`src/core/slx_pkg.sv`:
```
/*
  package for the serial lane crossbar: register offsets, field layout,
  reset values and the packed carriers shared by the design.
  assumes an apb slave with 32-bit data, one aligned word per register.
*/
package slx_pkg;
  // ----------------------------------------------------------------------
  // sizes
  // ----------------------------------------------------------------------
  localparam int LANES = 8;
  localparam int LANE_W = 32; // parallel word per lane
  localparam int SEL_W = 3;
  localparam int ADDR_W = 12;
  localparam int DATA_W = 32;

  // ----------------------------------------------------------------------
  // register indices as printed; byte address is four times the index
  // ----------------------------------------------------------------------
  localparam logic [ADDR_W-1:0] IDX_ROUTE_ZERO_ONE = 12'h308;
  localparam logic [ADDR_W-1:0] IDX_ROUTE_TWO_THREE = 12'h309;
  localparam logic [ADDR_W-1:0] IDX_ROUTE_FOUR_FIVE = 12'h30A;
  localparam logic [ADDR_W-1:0] IDX_ROUTE_SIX_SEVEN = 12'h30B;
  localparam int IDX_SHIFT = 2;

  // ----------------------------------------------------------------------
  // field layout
  // ----------------------------------------------------------------------
  localparam int HI_LSB = 3; // upper select at [5:3]
  localparam int LO_LSB = 0; // lower select at [2:0]
  localparam int USED_W = 6; // bits 7:6 reserved

  // ----------------------------------------------------------------------
  // reset selects: identity routing
  // ----------------------------------------------------------------------
  localparam logic [SEL_W-1:0] RST_SEL0 = 3'h0;
  localparam logic [SEL_W-1:0] RST_SEL1 = 3'h1;
  localparam logic [SEL_W-1:0] RST_SEL2 = 3'h2;
  localparam logic [SEL_W-1:0] RST_SEL3 = 3'h3;
  localparam logic [SEL_W-1:0] RST_SEL4 = 3'h4;
  localparam logic [SEL_W-1:0] RST_SEL5 = 3'h5;
  localparam logic [SEL_W-1:0] RST_SEL6 = 3'h6;
  localparam logic [SEL_W-1:0] RST_SEL7 = 3'h7;

  // apb answer to an unmapped address
  localparam logic SLVERR_UNMAPPED = 1'b1;

  // ----------------------------------------------------------------------
  // carriers
  // ----------------------------------------------------------------------
  typedef struct packed {
    logic [LANE_W-1:0] lane7;
    logic [LANE_W-1:0] lane6;
    logic [LANE_W-1:0] lane5;
    logic [LANE_W-1:0] lane4;
    logic [LANE_W-1:0] lane3;
    logic [LANE_W-1:0] lane2;
    logic [LANE_W-1:0] lane1;
    logic [LANE_W-1:0] lane0;
  } slx_lanes_t;

  typedef struct packed {
    logic [SEL_W-1:0] logical_seven_source;
    logic [SEL_W-1:0] logical_six_source;
    logic [SEL_W-1:0] logical_five_source;
    logic [SEL_W-1:0] logical_four_source;
    logic [SEL_W-1:0] logical_three_source;
    logic [SEL_W-1:0] logical_two_source;
    logic [SEL_W-1:0] logical_one_source;
    logic [SEL_W-1:0] logical_zero_source;
  } slx_sel_t;

  typedef enum logic [0:0] {
    SLX_IDLE = 1'b0,
    SLX_DONE = 1'b1
  } slx_state_t;
endpackage

```
`src/core/slx_crossbar.sv`:
```
/*
  serial lane crossbar: eight physical deserialized lane words are routed
  onto eight logical lanes by software-programmed 3-bit selects.
  assumes the physical words and the apb bus are synchronous to ref_clk;
  arst_n is released through a two-stage synchroniser inside this module.
*/
// Design decision made here: the APB slave port.
`timescale 1ns/10ps
module slx_crossbar (
  input wire logic ref_clk,
  input wire logic arst_n,
  input wire logic psel,
  input wire logic penable,
  input wire logic pwrite,
  input wire logic [13:0] paddr,
  input wire logic [31:0] pwdata,
  input wire logic [3:0] pstrb,
  output logic [31:0] prdata,
  output logic pready,
  output logic pslverr,
  input wire slx_pkg::slx_lanes_t phys_lanes,
  output slx_pkg::slx_lanes_t logical_lanes,
  output slx_pkg::slx_sel_t lane_selects
);
  // ----------------------------------------------------------------------
  // reset release
  // ----------------------------------------------------------------------
  logic rst_meta_r; // first stage, read only by the second
  logic rst_n_r; // synchronised reset used everywhere else

  // release is delayed two edges so all flops leave reset together
  always_ff @(posedge ref_clk or negedge arst_n) begin
    if (!arst_n) begin
      rst_meta_r <= 1'b0;
      rst_n_r <= 1'b0;
    end else begin
      rst_meta_r <= 1'b1;
      rst_n_r <= rst_meta_r;
    end
  end

  // ----------------------------------------------------------------------
  // helpers
  // ----------------------------------------------------------------------
  // pick physical lane n; a plain index, so every code maps somewhere
  function automatic logic [slx_pkg::LANE_W-1:0] pick_lane(
    input slx_pkg::slx_lanes_t lanes,
    input logic [slx_pkg::SEL_W-1:0] sel
  );
    logic [slx_pkg::LANES-1:0][slx_pkg::LANE_W-1:0] arr;
    arr = lanes;
    pick_lane = arr[sel];
  endfunction

  // pack two selects into a register image; bits 7:6 and up read zero
  function automatic logic [31:0] pack_pair(
    input logic [slx_pkg::SEL_W-1:0] hi,
    input logic [slx_pkg::SEL_W-1:0] lo
  );
    pack_pair = {26'h0000000, hi, lo};
  endfunction

  // ----------------------------------------------------------------------
  // apb decode
  // ----------------------------------------------------------------------
  slx_pkg::slx_state_t state_r; // access phase answered yet
  logic [11:0] reg_idx; // word index from byte address
  logic hit01, hit23, hit45, hit67, mapped;
  logic wr_en; // write takes effect on this edge
  logic [slx_pkg::SEL_W-1:0] sel_r [slx_pkg::LANES]; // select per logical lane

  assign reg_idx = paddr[13:slx_pkg::IDX_SHIFT];

  // address decoding kept as an if chain
  always_comb begin
    hit01 = 1'b0;
    hit23 = 1'b0;
    hit45 = 1'b0;
    hit67 = 1'b0;
    if (reg_idx == slx_pkg::IDX_ROUTE_ZERO_ONE) begin
      hit01 = 1'b1;
    end else if (reg_idx == slx_pkg::IDX_ROUTE_TWO_THREE) begin
      hit23 = 1'b1;
    end else if (reg_idx == slx_pkg::IDX_ROUTE_FOUR_FIVE) begin
      hit45 = 1'b1;
    end else if (reg_idx == slx_pkg::IDX_ROUTE_SIX_SEVEN) begin
      hit67 = 1'b1;
    end
  end
  assign mapped = hit01 | hit23 | hit45 | hit67;

  // zero wait states: ready in the first access cycle
  assign pready = 1'b1;
  assign pslverr = psel & penable & ~mapped & slx_pkg::SLVERR_UNMAPPED;
  // only byte lane 0 carries register bits, so pstrb[0] gates writes
  assign wr_en = psel & penable & pwrite & mapped & pstrb[0];

  // state marker: kept for observing back-to-back access phases
  always_ff @(posedge ref_clk or negedge rst_n_r) begin
    if (!rst_n_r) begin
      state_r <= slx_pkg::SLX_IDLE;
    end else begin
      case (state_r)
        slx_pkg::SLX_IDLE: begin
          if (psel && penable) begin
            state_r <= slx_pkg::SLX_DONE;
          end
        end
        default: begin
          state_r <= slx_pkg::SLX_IDLE;
        end
      endcase
    end
  end

  // ----------------------------------------------------------------------
  // select registers
  // ----------------------------------------------------------------------
  // writes land at the access edge; bits 7:6 are never stored
  always_ff @(posedge ref_clk or negedge rst_n_r) begin
    if (!rst_n_r) begin
      sel_r[0] <= slx_pkg::RST_SEL0;
      sel_r[1] <= slx_pkg::RST_SEL1;
      sel_r[2] <= slx_pkg::RST_SEL2;
      sel_r[3] <= slx_pkg::RST_SEL3;
      sel_r[4] <= slx_pkg::RST_SEL4;
      sel_r[5] <= slx_pkg::RST_SEL5;
      sel_r[6] <= slx_pkg::RST_SEL6;
      sel_r[7] <= slx_pkg::RST_SEL7;
    end else if (wr_en) begin
      if (hit01) begin
        sel_r[1] <= pwdata[slx_pkg::HI_LSB +: slx_pkg::SEL_W];
        sel_r[0] <= pwdata[slx_pkg::LO_LSB +: slx_pkg::SEL_W];
      end else if (hit23) begin
        sel_r[3] <= pwdata[slx_pkg::HI_LSB +: slx_pkg::SEL_W];
        sel_r[2] <= pwdata[slx_pkg::LO_LSB +: slx_pkg::SEL_W];
      end else if (hit45) begin
        sel_r[5] <= pwdata[slx_pkg::HI_LSB +: slx_pkg::SEL_W];
        sel_r[4] <= pwdata[slx_pkg::LO_LSB +: slx_pkg::SEL_W];
      end else begin
        sel_r[7] <= pwdata[slx_pkg::HI_LSB +: slx_pkg::SEL_W];
        sel_r[6] <= pwdata[slx_pkg::LO_LSB +: slx_pkg::SEL_W];
      end
    end
  end

  // read data is combinational whenever psel is high on a read, setup phase included; zero elsewhere
  always_comb begin
    prdata = 32'h00000000;
    if (psel && !pwrite) begin
      if (hit01) begin
        prdata = pack_pair(sel_r[1], sel_r[0]);
      end else if (hit23) begin
        prdata = pack_pair(sel_r[3], sel_r[2]);
      end else if (hit45) begin
        prdata = pack_pair(sel_r[5], sel_r[4]);
      end else if (hit67) begin
        prdata = pack_pair(sel_r[7], sel_r[6]);
      end
    end
  end

  assign lane_selects = {sel_r[7], sel_r[6], sel_r[5], sel_r[4], sel_r[3], sel_r[2], sel_r[1], sel_r[0]};

  // ----------------------------------------------------------------------
  // crossbar datapath
  // ----------------------------------------------------------------------
  logic [slx_pkg::LANES-1:0][slx_pkg::LANE_W-1:0] out_nxt;

  // each logical lane takes the physical lane its select names
  always_comb begin
    for (int i = 0; i < slx_pkg::LANES; i++) begin
      out_nxt[i] = pick_lane(phys_lanes, sel_r[i]);
    end
  end

  // registered output: a select written at edge k steers data at edge k+1
  always_ff @(posedge ref_clk or negedge rst_n_r) begin
    if (!rst_n_r) begin
      logical_lanes <= '0;
    end else begin
      logical_lanes <= out_nxt;
    end
  end

  // ----------------------------------------------------------------------
  // checks
  // ----------------------------------------------------------------------
  logic [slx_pkg::LANES-1:0][slx_pkg::LANE_W-1:0] phys_arr;
  logic [slx_pkg::LANES-1:0][slx_pkg::LANE_W-1:0] out_arr;
  assign phys_arr = phys_lanes;
  assign out_arr = logical_lanes;

  // the first edge out of reset still shows the cleared word, so it is skipped;
  // a select write does not excuse the route, the old select steers that edge
  route_lane2_a: assert property (@(posedge ref_clk) disable iff (!rst_n_r)
    $past(rst_n_r) |-> out_arr[2] == $past(phys_arr[sel_r[2]])) else $error("lane 2 misrouted");
  route_lane7_a: assert property (@(posedge ref_clk) disable iff (!rst_n_r)
    $past(rst_n_r) |-> out_arr[7] == $past(phys_arr[sel_r[7]])) else $error("lane 7 misrouted");
  reset_two_a: assert property (@(posedge ref_clk) disable iff (!rst_n_r)
    $rose(rst_n_r) || $past(!rst_n_r) |-> sel_r[2] == slx_pkg::RST_SEL2) else $error("lane 2 reset wrong");
  write_four_five_a: assert property (@(posedge ref_clk) disable iff (!rst_n_r)
    wr_en && hit45 |=> sel_r[5] == $past(pwdata[5:3]) && sel_r[4] == $past(pwdata[2:0]))
    else $error("route four_five write lost");
  write_six_seven_a: assert property (@(posedge ref_clk) disable iff (!rst_n_r)
    wr_en && hit67 |=> sel_r[7] == $past(pwdata[5:3]) && sel_r[6] == $past(pwdata[2:0]))
    else $error("route six_seven write lost");
  pick_five_a: assert property (@(posedge ref_clk) disable iff (!rst_n_r)
    sel_r[4] == 3'h5 && !wr_en |=> out_arr[4] == $past(phys_arr[5])) else $error("value 5 not lane 5");
  reserved_zero_a: assert property (@(posedge ref_clk) disable iff (!rst_n_r)
    psel && !pwrite && mapped |-> prdata[31:6] == 26'h0000000) else $error("reserved bits not zero");
  next_clock_a: assert property (@(posedge ref_clk) disable iff (!rst_n_r)
    wr_en && hit45 ##1 !wr_en |=> out_arr[5] == $past(phys_arr[sel_r[5]])) else $error("select late");
endmodule

```
`config.mk`:
```
export PLATFORM = sky130hd
export DESIGN_NAME = slx_crossbar
export DESIGN_NICKNAME = d
export VERILOG_FILES = /design/src/core/slx_pkg.sv /design/src/core/slx_crossbar.sv
export SDC_FILE = /design/constraint.sdc
export NUM_CORES = 1
export LEC_CHECK = 0
export ABC_CLOCK_PERIOD_IN_PS = 18400
export BUFFER_PORTS_ARGS = -buffer_cell sky130_fd_sc_hd__buf_2
export CAP_MARGIN = 5
export CELL_PAD_IN_SITES_DETAIL_PLACEMENT = 1
export CELL_PAD_IN_SITES_GLOBAL_PLACEMENT = 1
export CORE_AREA = 2 2 242 244
export DETAILED_ROUTE_END_ITERATION = 16
export DIE_AREA = 0 0 244 246
export PLACE_DENSITY = 0.72
export SKIP_CTS_REPAIR_TIMING = 1
export SLEW_MARGIN = 25
export SYNTH_ARGS = -nofsm -noshare
export SYNTH_HDL_FRONTEND = slang
export SYNTH_SLANG_ARGS = --single-unit
export TNS_END_PERCENT = 100
```
`constraint.sdc`:
```
create_clock -name ref_clk -period 18.4 [get_ports ref_clk]
set_input_delay 2.76 -clock ref_clk [delete_from_list [all_inputs] [get_ports ref_clk]]
set_output_delay 2.76 -clock ref_clk [all_outputs]
set_load 0.1 [all_outputs]
```
==> results.txt, run 1 <==
----------------------------------------------------
[Route]
  Vias ... 17300
  Number of design rule violations left after detail routing ... 0
  Wire length reported by the detailed router ... 90.1 mm
  Vias per Instance ... 6.72
  Number of search-and-repair iterations in the first detailed-routing pass ... 5
  ANT nets after route ... 0
  Routed length per placed instance ... 35.0 um
  Number of DRC violations after detailed-routing iteration 0 ... 1552

[Pwr]
  Worst vdd rail ir drop ... 0.0640 mV
  Post-layout total power ... 1.96 mW
  Power density over the cells ... 70.8 mW/mm^2
  Leakage power figure ... 10.2 nW

[Global route]
  GRT Resource Usage Total ... 30.3%
  First-pass GRT wire length ... 133 mm
  Pin count of the biggest net entering global routing ... 66
  Total global routing overflow ... 0
  Initial antenna violation count ... 19
  Vias in the first global route ... 18800

[Clock network]
  CTS tree ... done
  Latest clock arrival within the worst-skew pair ... 570 ps
  TritonCTS Sinks ... 282
  Clk buf depth ... 3
  Number of buffers added by the clock tree synthesis step ... 38
  Clock-pin slew reported for the worst setup and hold paths after clock tree synthesis ... 50 ps
  Number of H-tree branching levels ... 2
  Master cell of the clock root buffer ... sky130_fd_sc_hd__clkbuf_16

[Yosys]
  Synthesized area ... 0.0229 sq mm
  Share of cell area taken by muxes after synthesis ... 64.6%
  Cells taking the most area after synthesis ... sky130_fd_sc_hd__mux4_2 51%, sky130_fd_sc_hd__dfrtp_1 29%, sky130_fd_sc_hd__mux2_2 13%, sky130_fd_sc_hd__dfstp_2 1.4%, sky130_fd_sc_hd__mux2_1 1.2%
  Post-synthesis adder-cell area fraction ... 0%
  Synth cell types ... 22
  Gate count of the mapped netlist ... 1277
  Top-area cell type share of the netlist area ... 50.8%
  Share of the synthesized area in compound gates (AO/OA/AOI/OAI) ... 0.0436%
  Total of warnings raised by yosys ... 0
  Sequential cell area fraction in the yosys report ... 30.8%
  Synth Area in Simple Gates ... 0.987%
  Largest area contributor in the synthesized netlist ... sky130_fd_sc_hd__mux4_2
  Post-synthesis sequential element count ... 282
  Main combinational cell family by area after synthesis ... multiplexers
  Post-Synthesis Mean Instance Area ... 18.0 sq um
  Post-Synth XOR/XNOR Area ... 0%

[STA]
  Maximum achievable frequency ... 131 MHz
  Final sum of negative setup slack ... 0 ps
  Worst setup margin ... 10770 ps
  Final Max Slew Viols ... 0
  Tmin final ... 7630 ps
  Setup repair after global routing missed its margin ... no
  Number of hold violations in the final report ... 0
  Tightest slew margin relative to the limit ... 36.7%
  Measured slew at the worst slew-check pin ... 950 ps
  Final critical-path share of the clock period ... 41.5%
  Clock tree skew after final layout ... 19.9 ps
  Setup Viol. Count Final ... 0

[Placement]
  Post-DP HPWL ... 58.1 mm
  Count of input and output buffers ... 566
  Setup slack at placement ... 10760 ps
  Global placer's final weighted congestion ... 0.846

[Final layout]
  Fraction of final layout cells sized beyond drive strength 1 ... 81.8%
  Post-synthesis to final-layout area growth ... 20.6%
  Combined area of the multi-input logic cells ... 0.0152 sq mm
  Final-stage net count ... 2075
  Most common cell after layout, fill and taps aside ... sky130_fd_sc_hd__buf_2
  Filler Cells Inserted ... 5597
  Flip-flop and latch area ... 0.00714 sq mm
  Most frequent cells in the layout ... 566 x sky130_fd_sc_hd__buf_2, 518 x sky130_fd_sc_hd__mux4_2, 257 x sky130_fd_sc_hd__dfrtp_1

[Worst setup path]
  Element type at the critical path start ... primary input
  Crit path DAT ... 4870 ps
  Required time of the critical path ... 15640 ps
  Endpoint kind of the worst setup timing path ... output pin
  Setup CP Type ... in2out
  Largest driver fanout on the critical path ... 6

[Floorplanning]
  Cell row count ... 88
  Initial core utilization ... 40.0%
  Chip width ... 244 um
  IO Pins ... 625
  Area of the die ... 0.0600 sq mm
  Core region area ... 0.0574 sq mm
  Die boundary height ... 246 um

[Status]
  Run status ... complete, no violations

[Min path]
  Path type of the worst min-delay path ... reg2async

[Job]
  Max cap viols ... 0

----------------------------------------------------
[final timing paths]
check | start | endpoint | slack (ps) | cells past startpoint
setup / recovery | paddr[7] | prdata[0] | 10770 | 5
max in group asynchronous | rst_n_r | logical_lanes[31] | 15880 | 2
hold reg to reg | rst_n_r | logical_lanes[53] | 320 | 0
min in group ref_clk | rst_meta_r | rst_n_r | 360 | 0
hold / removal | rst_n_r | logical_lanes[53] | 320 | 0
setup reg to reg | lane_selects[21] | logical_lanes[255] | 15450 | 3
[through the flow]
step | util (%) | hold slack, ps | cells | cell area, sq um
CTS | 48.2 | 347 | 2559 | 27600
global route | 48.2 | 365 | 2564 | 27700
floorplan | - | 331 | 1303 | 23000
detailed placement | 45.9 | 340 | 2489 | 26300
global placement | 45.9 | 342 | 2489 | 26300
finish | 48.3 | 320 | 2575 | 27700
[cells in the mapped netlist (all sizes together)]
| cell type | n |
|---|---|
| dfrtp | 270 |
| o311a | 1 |
| clkbuf | 59 |
| nand4 | 1 |
| dfstp | 12 |
| conb | 2 |
| nor2b | 6 |
| or4b | 1 |
| nand4b | 1 |
| or4 | 2 |
| nor4 | 4 |
| buf | 115 |
| mux2 | 280 |
| mux4 | 518 |
| nand2b | 2 |
| or4bb | 3 |
[critical path, cell delays in order]
cell and delay, ps:
sky130_fd_sc_hd__buf_2 100, sky130_fd_sc_hd__or4_4 640, sky130_fd_sc_hd__or4_4 630, sky130_fd_sc_hd__nor2b_1 200, sky130_fd_sc_hd__buf_2 520
[kinds of logic (layout without fill, tap and decap cells)]
family	Yosys count	count (layout)
DFF	282	282
and+or+nand+nor	20	20
other	2	44
muxes	798	798
AOI/OAI and AO/OA	1	1
buffers and inverters	174	665
[flip-flops by register name (all words and copies together), names as in the netlist]
register	count
lane_selects	24
logical_lanes	256
rst_n_r	1
rst_meta_r	1
[power breakdown]
| part | internal (mW) | total, mW | switching (mW) | leakage [nW] |
|---|---|---|---|---|
| combinational | 0.138 | 0.501 | 0.364 | 6.25 |
| sequential | 0.649 | 0.665 | 0.0153 | 3.28 |
| clock | 0.488 | 0.794 | 0.306 | 0.666 |
[area by class of cell]
| cell class | instances | area share (%) |
|---|---|---|
| multi-input cells | 847 | 54.8 |
| clock inverters | 19 | 0.719 |
| flip-flops and latches | 282 | 25.8 |
| diodes | 16 | 0.145 |
| clock buffers | 51 | 4.10 |
| repair buffers | 595 | 11.0 |
| well taps | 765 | 3.46 |
[layer usage]
metal	track usage (%)	part of all wire, %	up-vias
met2	49.5	50	1052
met5	0	0.061	-
met1	39.4	36	9480
met4	11.3	3.8	10
li1	-	-	6549
met3	7.22	9.6	218
Note: power is estimated with default switching activity, not from simulation.
==> inputs of run 2 (changes only) <==
--- a/config.mk
+++ b/config.mk
@@ -5,15 +5,16 @@
 export SDC_FILE = /design/constraint.sdc
 export NUM_CORES = 1
 export LEC_CHECK = 0
-export ABC_CLOCK_PERIOD_IN_PS = 18400
+export ABC_CLOCK_PERIOD_IN_PS = 7100
 export BUFFER_PORTS_ARGS = -buffer_cell sky130_fd_sc_hd__buf_2
 export CAP_MARGIN = 5
 export CELL_PAD_IN_SITES_DETAIL_PLACEMENT = 1
 export CELL_PAD_IN_SITES_GLOBAL_PLACEMENT = 1
-export CORE_AREA = 2 2 242 244
+export CORE_ASPECT_RATIO = 0.6
+export CORE_MARGIN = 1
+export CORE_UTILIZATION = 45
 export DETAILED_ROUTE_END_ITERATION = 16
-export DIE_AREA = 0 0 244 246
-export PLACE_DENSITY = 0.72
+export PLACE_DENSITY = 0.8
 export SKIP_CTS_REPAIR_TIMING = 1
 export SLEW_MARGIN = 25
 export SYNTH_ARGS = -nofsm -noshare
==> constraint.sdc (replaced) <==
create_clock -name ref_clk -period 7.1 [get_ports ref_clk]
set_input_delay 1.065 -clock ref_clk [delete_from_list [all_inputs] [get_ports ref_clk]]
set_output_delay 1.065 -clock ref_clk [all_outputs]
set_load 0.1 [all_outputs]
==> results.txt, run 2 (synthesis gave the netlist of run 1 again) <==
----------------------------------------------------
[Status]
  Run status ... complete, no violations (unchanged)

[Final layout]
  Filler Cells Inserted ... 4777 (was 5597)
  Most frequent cells in the layout ... 566 x sky130_fd_sc_hd__buf_2, 518 x sky130_fd_sc_hd__mux4_2, 257 x sky130_fd_sc_hd__dfrtp_1 (unchanged)
  Flip-flop count of the largest register, all copies and words added ... 256 (unchanged)
  Share of the core filled with cells ... 55.0% (was 48.3%)
  Non-filler cells, final ... 2478 (was 2575)
  Fraction of final layout cells sized beyond drive strength 1 ... 81.7% (was 81.8%)
  Register name with the most flops ... logical_lanes (unchanged)
  Final-stage net count ... 2070 (was 2075)
  Post-synthesis to final-layout area growth ... 19.3% (was 20.6%)
  Most common cell after layout, fill and taps aside ... sky130_fd_sc_hd__buf_2 (unchanged)
  Layout Cell Area excl Fill ... 0.0274 sq mm (was 0.0277 sq mm)

[Placement]
  Post-DP HPWL ... 55.5 mm (was 58.1 mm)
  Instance count after placement with tap cells included ... 2404 (was 2489)
  Global placer's final weighted congestion ... 0.870 (was 0.846)
  Placed Area ... 0.0262 sq mm (was 0.0263 sq mm)
  Count of input and output buffers ... 566 (unchanged)

[Route]
  Met2 wire len ... 44.4 mm (was 45.1 mm)
  Highest routed layer ... met5 (unchanged)
  Number of DRC violations after detailed-routing iteration 0 ... 1753 (was 1552)
  Vias per Instance ... 7.12 (was 6.72)
  Vias ... 17700 (was 17300)
  Post-route met1 wirelength ... 32.8 mm (was 32.9 mm)
  Number of design rule violations left after detail routing ... 0 (unchanged)
  Wire length reported by the detailed router ... 89.6 mm (was 90.1 mm)
  Routed length per placed instance ... 36.2 um (was 35.0 um)
  Number of search-and-repair iterations in the first detailed-routing pass ... 5 (unchanged)
  ANT nets after route ... 0 (unchanged)
  Detail Route met3 WL ... 9.40 mm (was 8.64 mm)

[STA]
  Final critical-path share of the clock period ... 58.0%
  Number of hold violations in the final report ... 0 (unchanged)
  Worst hold slack ... 283 ps (was 320 ps)
  Tmin final ... 4120 ps
  Measured slew at the worst slew-check pin ... 1060 ps (was 950 ps)
  Clock tree skew after final layout ... 17.2 ps (was 19.9 ps)
  Setup Viol. Count Final ... 0 (unchanged)
  Tightest slew margin relative to the limit ... 29.1% (was 36.7%)
  Final Max Slew Viols ... 0 (unchanged)
  Maximum achievable frequency ... 243 MHz
  Setup repair after global routing missed its margin ... no (unchanged)
  Final sum of negative setup slack ... 0 ps (unchanged)

[Clock network]
  CTS tree ... done (unchanged)
  Number of buffers added by the clock tree synthesis step ... 34 (was 38)
  Clk buf depth ... 3 (unchanged)
  TritonCTS Sinks ... 282 (unchanged)
  Clock-pin slew reported for the worst setup and hold paths after clock tree synthesis ... 60 ps (was 50 ps)
  Number of H-tree branching levels ... 2 (unchanged)
  Master cell of the clock root buffer ... sky130_fd_sc_hd__clkbuf_16 (unchanged)
  Latest clock arrival within the worst-skew pair ... 530 ps (was 570 ps)

[Worst setup path]
  Endpoint kind of the worst setup timing path ... output pin (unchanged)
  Setup CP Type ... in2out (unchanged)
  Required time of the critical path ... 6030 ps (was 15640 ps)
  Crit path DAT ... 3050 ps (was 4870 ps)
  Element type at the critical path start ... primary input (unchanged)
  Largest driver fanout on the critical path ... 6 (unchanged)

[Floorplanning]
  Area of the die ... 0.0519 sq mm (was 0.0600 sq mm)
  IO Pins ... 625 (unchanged)
  Core region area ... 0.0498 sq mm (was 0.0574 sq mm)
  Die boundary height ... 177 um (was 246 um)
  Initial core utilization ... 46.1% (was 40.0%)
  Chip width ... 294 um (was 244 um)
  Cell row count ... 63 (was 88)

[Global route]
  Pin count of the biggest net entering global routing ... 145 (was 66)
  Initial antenna violation count ... 19 (unchanged)
  Vias in the first global route ... 19000 (was 18800)
  GRT Resource Usage Total ... 34.6% (was 30.3%)
  Total global routing overflow ... 0 (unchanged)
  First-pass GRT wire length ... 131 mm (was 133 mm)

[Pwr]
  Worst vdd rail ir drop ... 0.133 mV (was 0.0640 mV)
  Power density over the cells ... 176 mW/mm^2 (was 70.8 mW/mm^2)
  Leakage power figure ... 10.1 nW (was 10.2 nW)

[Min path]
  Path type of the worst min-delay path ... reg2async (unchanged)

[Job]
  Max cap viols ... 0 (unchanged)

----------------------------------------------------
-- run 2: power by group --
part	switching [mW]	leakage (nW)	internal, mW
combinational	0.956	6.26	0.359
clock	0.750	0.557	1.04
sequential	0.0331	3.28	1.68
-- run 2: final timing paths --
kind	from	to	slack, ps	depth (start not counted)
max reg2reg	lane_selects[3]	logical_lanes[42]	4100	3
min in group ref_clk	rst_meta_r	rst_n_r	350	0
min reg2reg	rst_n_r	logical_lanes[19]	280	0
max	paddr[7]	prdata[5]	2980	5
max in group asynchronous	rst_n_r	logical_lanes[63]	5200	2
min	rst_n_r	logical_lanes[19]	280	0
-- run 2: cell type report --
cell class              instances  area, sq um  area share [%]
clock buffers                  50         1060            3.89
repair buffers                594         3080            11.3
diodes                         14         35.0           0.128
clock inverters                 9         47.5           0.174
flip-flops and latches        282         7140            26.1
multi-input cells             847        15200            55.4
well taps                     682          853            3.12
-- run 2: per-stage QoR --
stage	power [mW]	setup slack, ps
final	4.82	2980
after global routing	4.95	2950
after CTS	4.83	2980
after detailed placement	3.04	2980
after global placement	3.00	3040
after floorplan	2.68	2380
-- run 2: metal layers --
layer / vias to the layer above / track usage [%]
met5: - / 0
met4: 8 / 13.8
met3: 234 / 9.51
met2: 1282 / 54.6
met1: 9598 / 45.7
li1: 6532 / -
-- run 2: worst max-delay path, stage by stage --
cell and delay, ps:
sky130_fd_sc_hd__buf_2 100, sky130_fd_sc_hd__or4_4 630, sky130_fd_sc_hd__or4_4 640, sky130_fd_sc_hd__nor2b_1 160, sky130_fd_sc_hd__buf_2 450
==> inputs of run 3 (changes only) <==
--- a/config.mk
+++ b/config.mk
@@ -5,7 +5,7 @@
 export SDC_FILE = /design/constraint.sdc
 export NUM_CORES = 1
 export LEC_CHECK = 0
-export ABC_CLOCK_PERIOD_IN_PS = 7100
+export ABC_CLOCK_PERIOD_IN_PS = 3900
 export BUFFER_PORTS_ARGS = -buffer_cell sky130_fd_sc_hd__buf_2
 export CAP_MARGIN = 5
 export CELL_PAD_IN_SITES_DETAIL_PLACEMENT = 1
==> constraint.sdc (replaced) <==
create_clock -name ref_clk -period 3.9 [get_ports ref_clk]
set_input_delay 0.585 -clock ref_clk [delete_from_list [all_inputs] [get_ports ref_clk]]
set_output_delay 0.585 -clock ref_clk [all_outputs]
set_load 0.1 [all_outputs]
==> results.txt, run 3 (synthesis gave the netlist of run 1 again) <==
----------------------------------------------------
[Status]
  Run status ... complete, no violations (unchanged)

[Global route]
  First-pass GRT wire length ... 129 mm (was 131 mm)
  Pin count of the biggest net entering global routing ... 99 (was 145)
  Vias in the first global route ... 18900 (was 19000)
  GRT Resource Usage Total ... 34.2% (was 34.6%)
  Initial antenna violation count ... 25 (was 19)
  Total global routing overflow ... 0 (unchanged)

[Worst setup path]
  Critical path, cell by cell ... mux4_2 -> nor2b_1 -> buf_2 (was buf_2 -> or4_4 -> or4_4 -> nor2b_1 -> buf_2)
  Required time of the critical path ... 3310 ps (was 6030 ps)
  Cell with the largest stage delay on the worst path ... sky130_fd_sc_hd__dfstp_4 (was sky130_fd_sc_hd__or4_4)
  Worst reg2reg setup slack ... 1240 ps (was 4100 ps)
  Slowest stage delay, CP ... 1040 ps (was 640 ps)
  R2R depth ... 3 (unchanged)
  Crit path DAT ... 2640 ps (was 3050 ps)
  Endpoint kind of the worst setup timing path ... output pin (unchanged)
  Reg-to-reg startpoint ... lane_selects[0] (was lane_selects[3])
  Endpoint of the worst register-to-register path ... logical_lanes[11] (was logical_lanes[42])
  Crit. Startpoint ... lane_selects[7] (was paddr[7])
  Worst setup path endpoint ... prdata[1] (was prdata[5])
  Setup CP Type ... reg2out (was in2out)
  Largest driver fanout on the critical path ... 36 (was 6)
  Element type at the critical path start ... flip-flop (was primary input)

[Clock network]
  Master cell of the clock root buffer ... sky130_fd_sc_hd__clkbuf_16 (unchanged)
  Latest clock arrival within the worst-skew pair ... 630 ps (was 530 ps)
  Clock-pin slew reported for the worst setup and hold paths after clock tree synthesis ... 70 ps (was 60 ps)
  Number of H-tree branching levels ... 1 (was 2)
  CTS tree ... done (unchanged)
  TritonCTS Sinks ... 282 (unchanged)
  Number of buffers added by the clock tree synthesis step ... 30 (was 34)
  Clk buf depth ... 3 (unchanged)

[STA]
  Maximum achievable frequency ... 310 MHz
  Setup repair after global routing missed its margin ... no (unchanged)
  Measured slew at the worst slew-check pin ... 933 ps (was 1060 ps)
  Clock tree skew after final layout ... 47.3 ps (was 17.2 ps)
  Tmin final ... 3230 ps
  Number of hold violations in the final report ... 0 (unchanged)
  Tightest slew margin relative to the limit ... 37.8% (was 29.1%)
  Worst hold slack ... 237 ps (was 283 ps)
  Final sum of negative setup slack ... 0 ps (unchanged)
  Final Max Slew Viols ... 0 (unchanged)
  Setup Viol. Count Final ... 0 (unchanged)
  Final critical-path share of the clock period ... 82.8%

[Final layout]
  Register name with the most flops ... logical_lanes (unchanged)
  Most frequent cells in the layout ... 566 x sky130_fd_sc_hd__buf_2, 518 x sky130_fd_sc_hd__mux4_2, 257 x sky130_fd_sc_hd__dfrtp_1 (unchanged)
  Flip-flop count of the largest register, all copies and words added ... 256 (unchanged)
  Fraction of final layout cells sized beyond drive strength 1 ... 81.5% (was 81.7%)
  Final-stage net count ... 2075 (was 2070)
  Most common cell after layout, fill and taps aside ... sky130_fd_sc_hd__buf_2 (unchanged)
  Post-synthesis to final-layout area growth ... 19.3% (about the same)

[Floorplanning]
  Core region area ... 0.0498 sq mm (unchanged)
  Initial core utilization ... 46.1% (unchanged)
  Chip width ... 294 um (unchanged)
  Area of the die ... 0.0519 sq mm (unchanged)
  Cell row count ... 63 (unchanged)
  Die boundary height ... 177 um (unchanged)
  IO Pins ... 625 (unchanged)

[Pwr]
  Leakage power figure ... 10.1 nW (about the same)
  Post-layout total power ... 8.55 mW (was 4.82 mW)
  Worst vdd rail ir drop ... 0.365 mV (was 0.133 mV)
  Power density over the cells ... 312 mW/mm^2 (was 176 mW/mm^2)

[Placement]
  Count of input and output buffers ... 566 (unchanged)
  Post-DP HPWL ... 56.7 mm (was 55.5 mm)
  Global placer's final weighted congestion ... 0.857 (was 0.870)

[Route]
  Wire length reported by the detailed router ... 88.6 mm (was 89.6 mm)
  Number of DRC violations after detailed-routing iteration 0 ... 1926 (was 1753)
  Vias ... 17600 (was 17700)
  ANT nets after route ... 0 (unchanged)
  Number of design rule violations left after detail routing ... 0 (unchanged)
  Number of search-and-repair iterations in the first detailed-routing pass ... 8 (was 5)
  Routed length per placed instance ... 35.6 um (was 36.2 um)
  Vias per Instance ... 7.08 (was 7.12)

[Job]
  Max cap viols ... 0 (unchanged)

[Min path]
  Path type of the worst min-delay path ... in2reg (was reg2async)

----------------------------------------------------
run 3: cell count changes in the layout (fill, tap and decap cells not counted), moves of 2 or more:
cell,delta
sky130_fd_sc_hd__bufinv_16,+3
sky130_fd_sc_hd__clkbuf_8,-5
sky130_fd_sc_hd__buf_4,+7
sky130_fd_sc_hd__diode_2,+7
sky130_fd_sc_hd__buf_12,+4
sky130_fd_sc_hd__clkbuf_16,-7
sky130_fd_sc_hd__clkinv_1,+6
sky130_fd_sc_hd__clkbuf_1,-2
sky130_fd_sc_hd__buf_6,-2
run 3: routing by layer:
metal  up-vias  GRT usage [%]  wire, um
met3       221           8.36      8650
met4         8           15.6      3710
li1       6554              -         -
met2      1252           54.3     43900
met1      9608           45.0     32300
met5         -              0        54
run 3: metrics by stage:
| step | instances | utilization, % | setup WS (ps) | cell area (sq um) |
|---|---|---|---|---|
| after global routing | 2488 | 54.9 | 580 | 27400 |
| after floorplan | 1303 | - | 83.4 | 23100 |
| after CTS | 2469 | 54.8 | 678 | 27300 |
| after global placement | 2413 | 52.8 | 712 | 26300 |
| after detailed placement | 2413 | 52.8 | 703 | 26300 |
| final | 2491 | 55.0 | 672 | 27400 |
run 3: critical path: cells and delay by family (launching register included):
family / cells / cell delay (ps)
buf+inv: 1 / 440
flops: 1 / 1040
mux: 1 / 380
simple gates: 1 / 130
run 3: how the worst min path moves through the flow:
stage	startpoint	end	slack, ps	depth (start not counted)
2_1_floorplan	arst_n	rst_meta_r	290	0
3_3_place_gp	rst_meta_r	rst_n_r	340	0
3_5_place_dp	rst_meta_r	rst_n_r	370	0
4_1_cts	arst_n	rst_n_r	-280	1
5_1_grt	pwdata[4]	lane_selects[10]	220	2
6_report	pwdata[4]	lane_selects[16]	240	2
run 3: report_power, final:
part | internal (mW) | leakage (nW) | switching [mW]
Combinational | 0.654 | 6.31 | 1.74
Clock | 1.68 | 0.495 | 1.36
Sequential | 3.06 | 3.28 | 0.0635
Total | 5.39 | 10.1 | 3.16
run 3: final cells by class:
| type | instances | area (sq um) |
|---|---|---|
| sequential | 282 | 7140 |
| multi-input combinational | 847 | 15200 |
| antenna | 21 | 52.6 |
| clock inverter | 20 | 185 |
| clock buffer | 36 | 813 |
| timing repair buffer | 603 | 3180 |
| fill | 4803 | 22400 |
| tap | 682 | 853 |
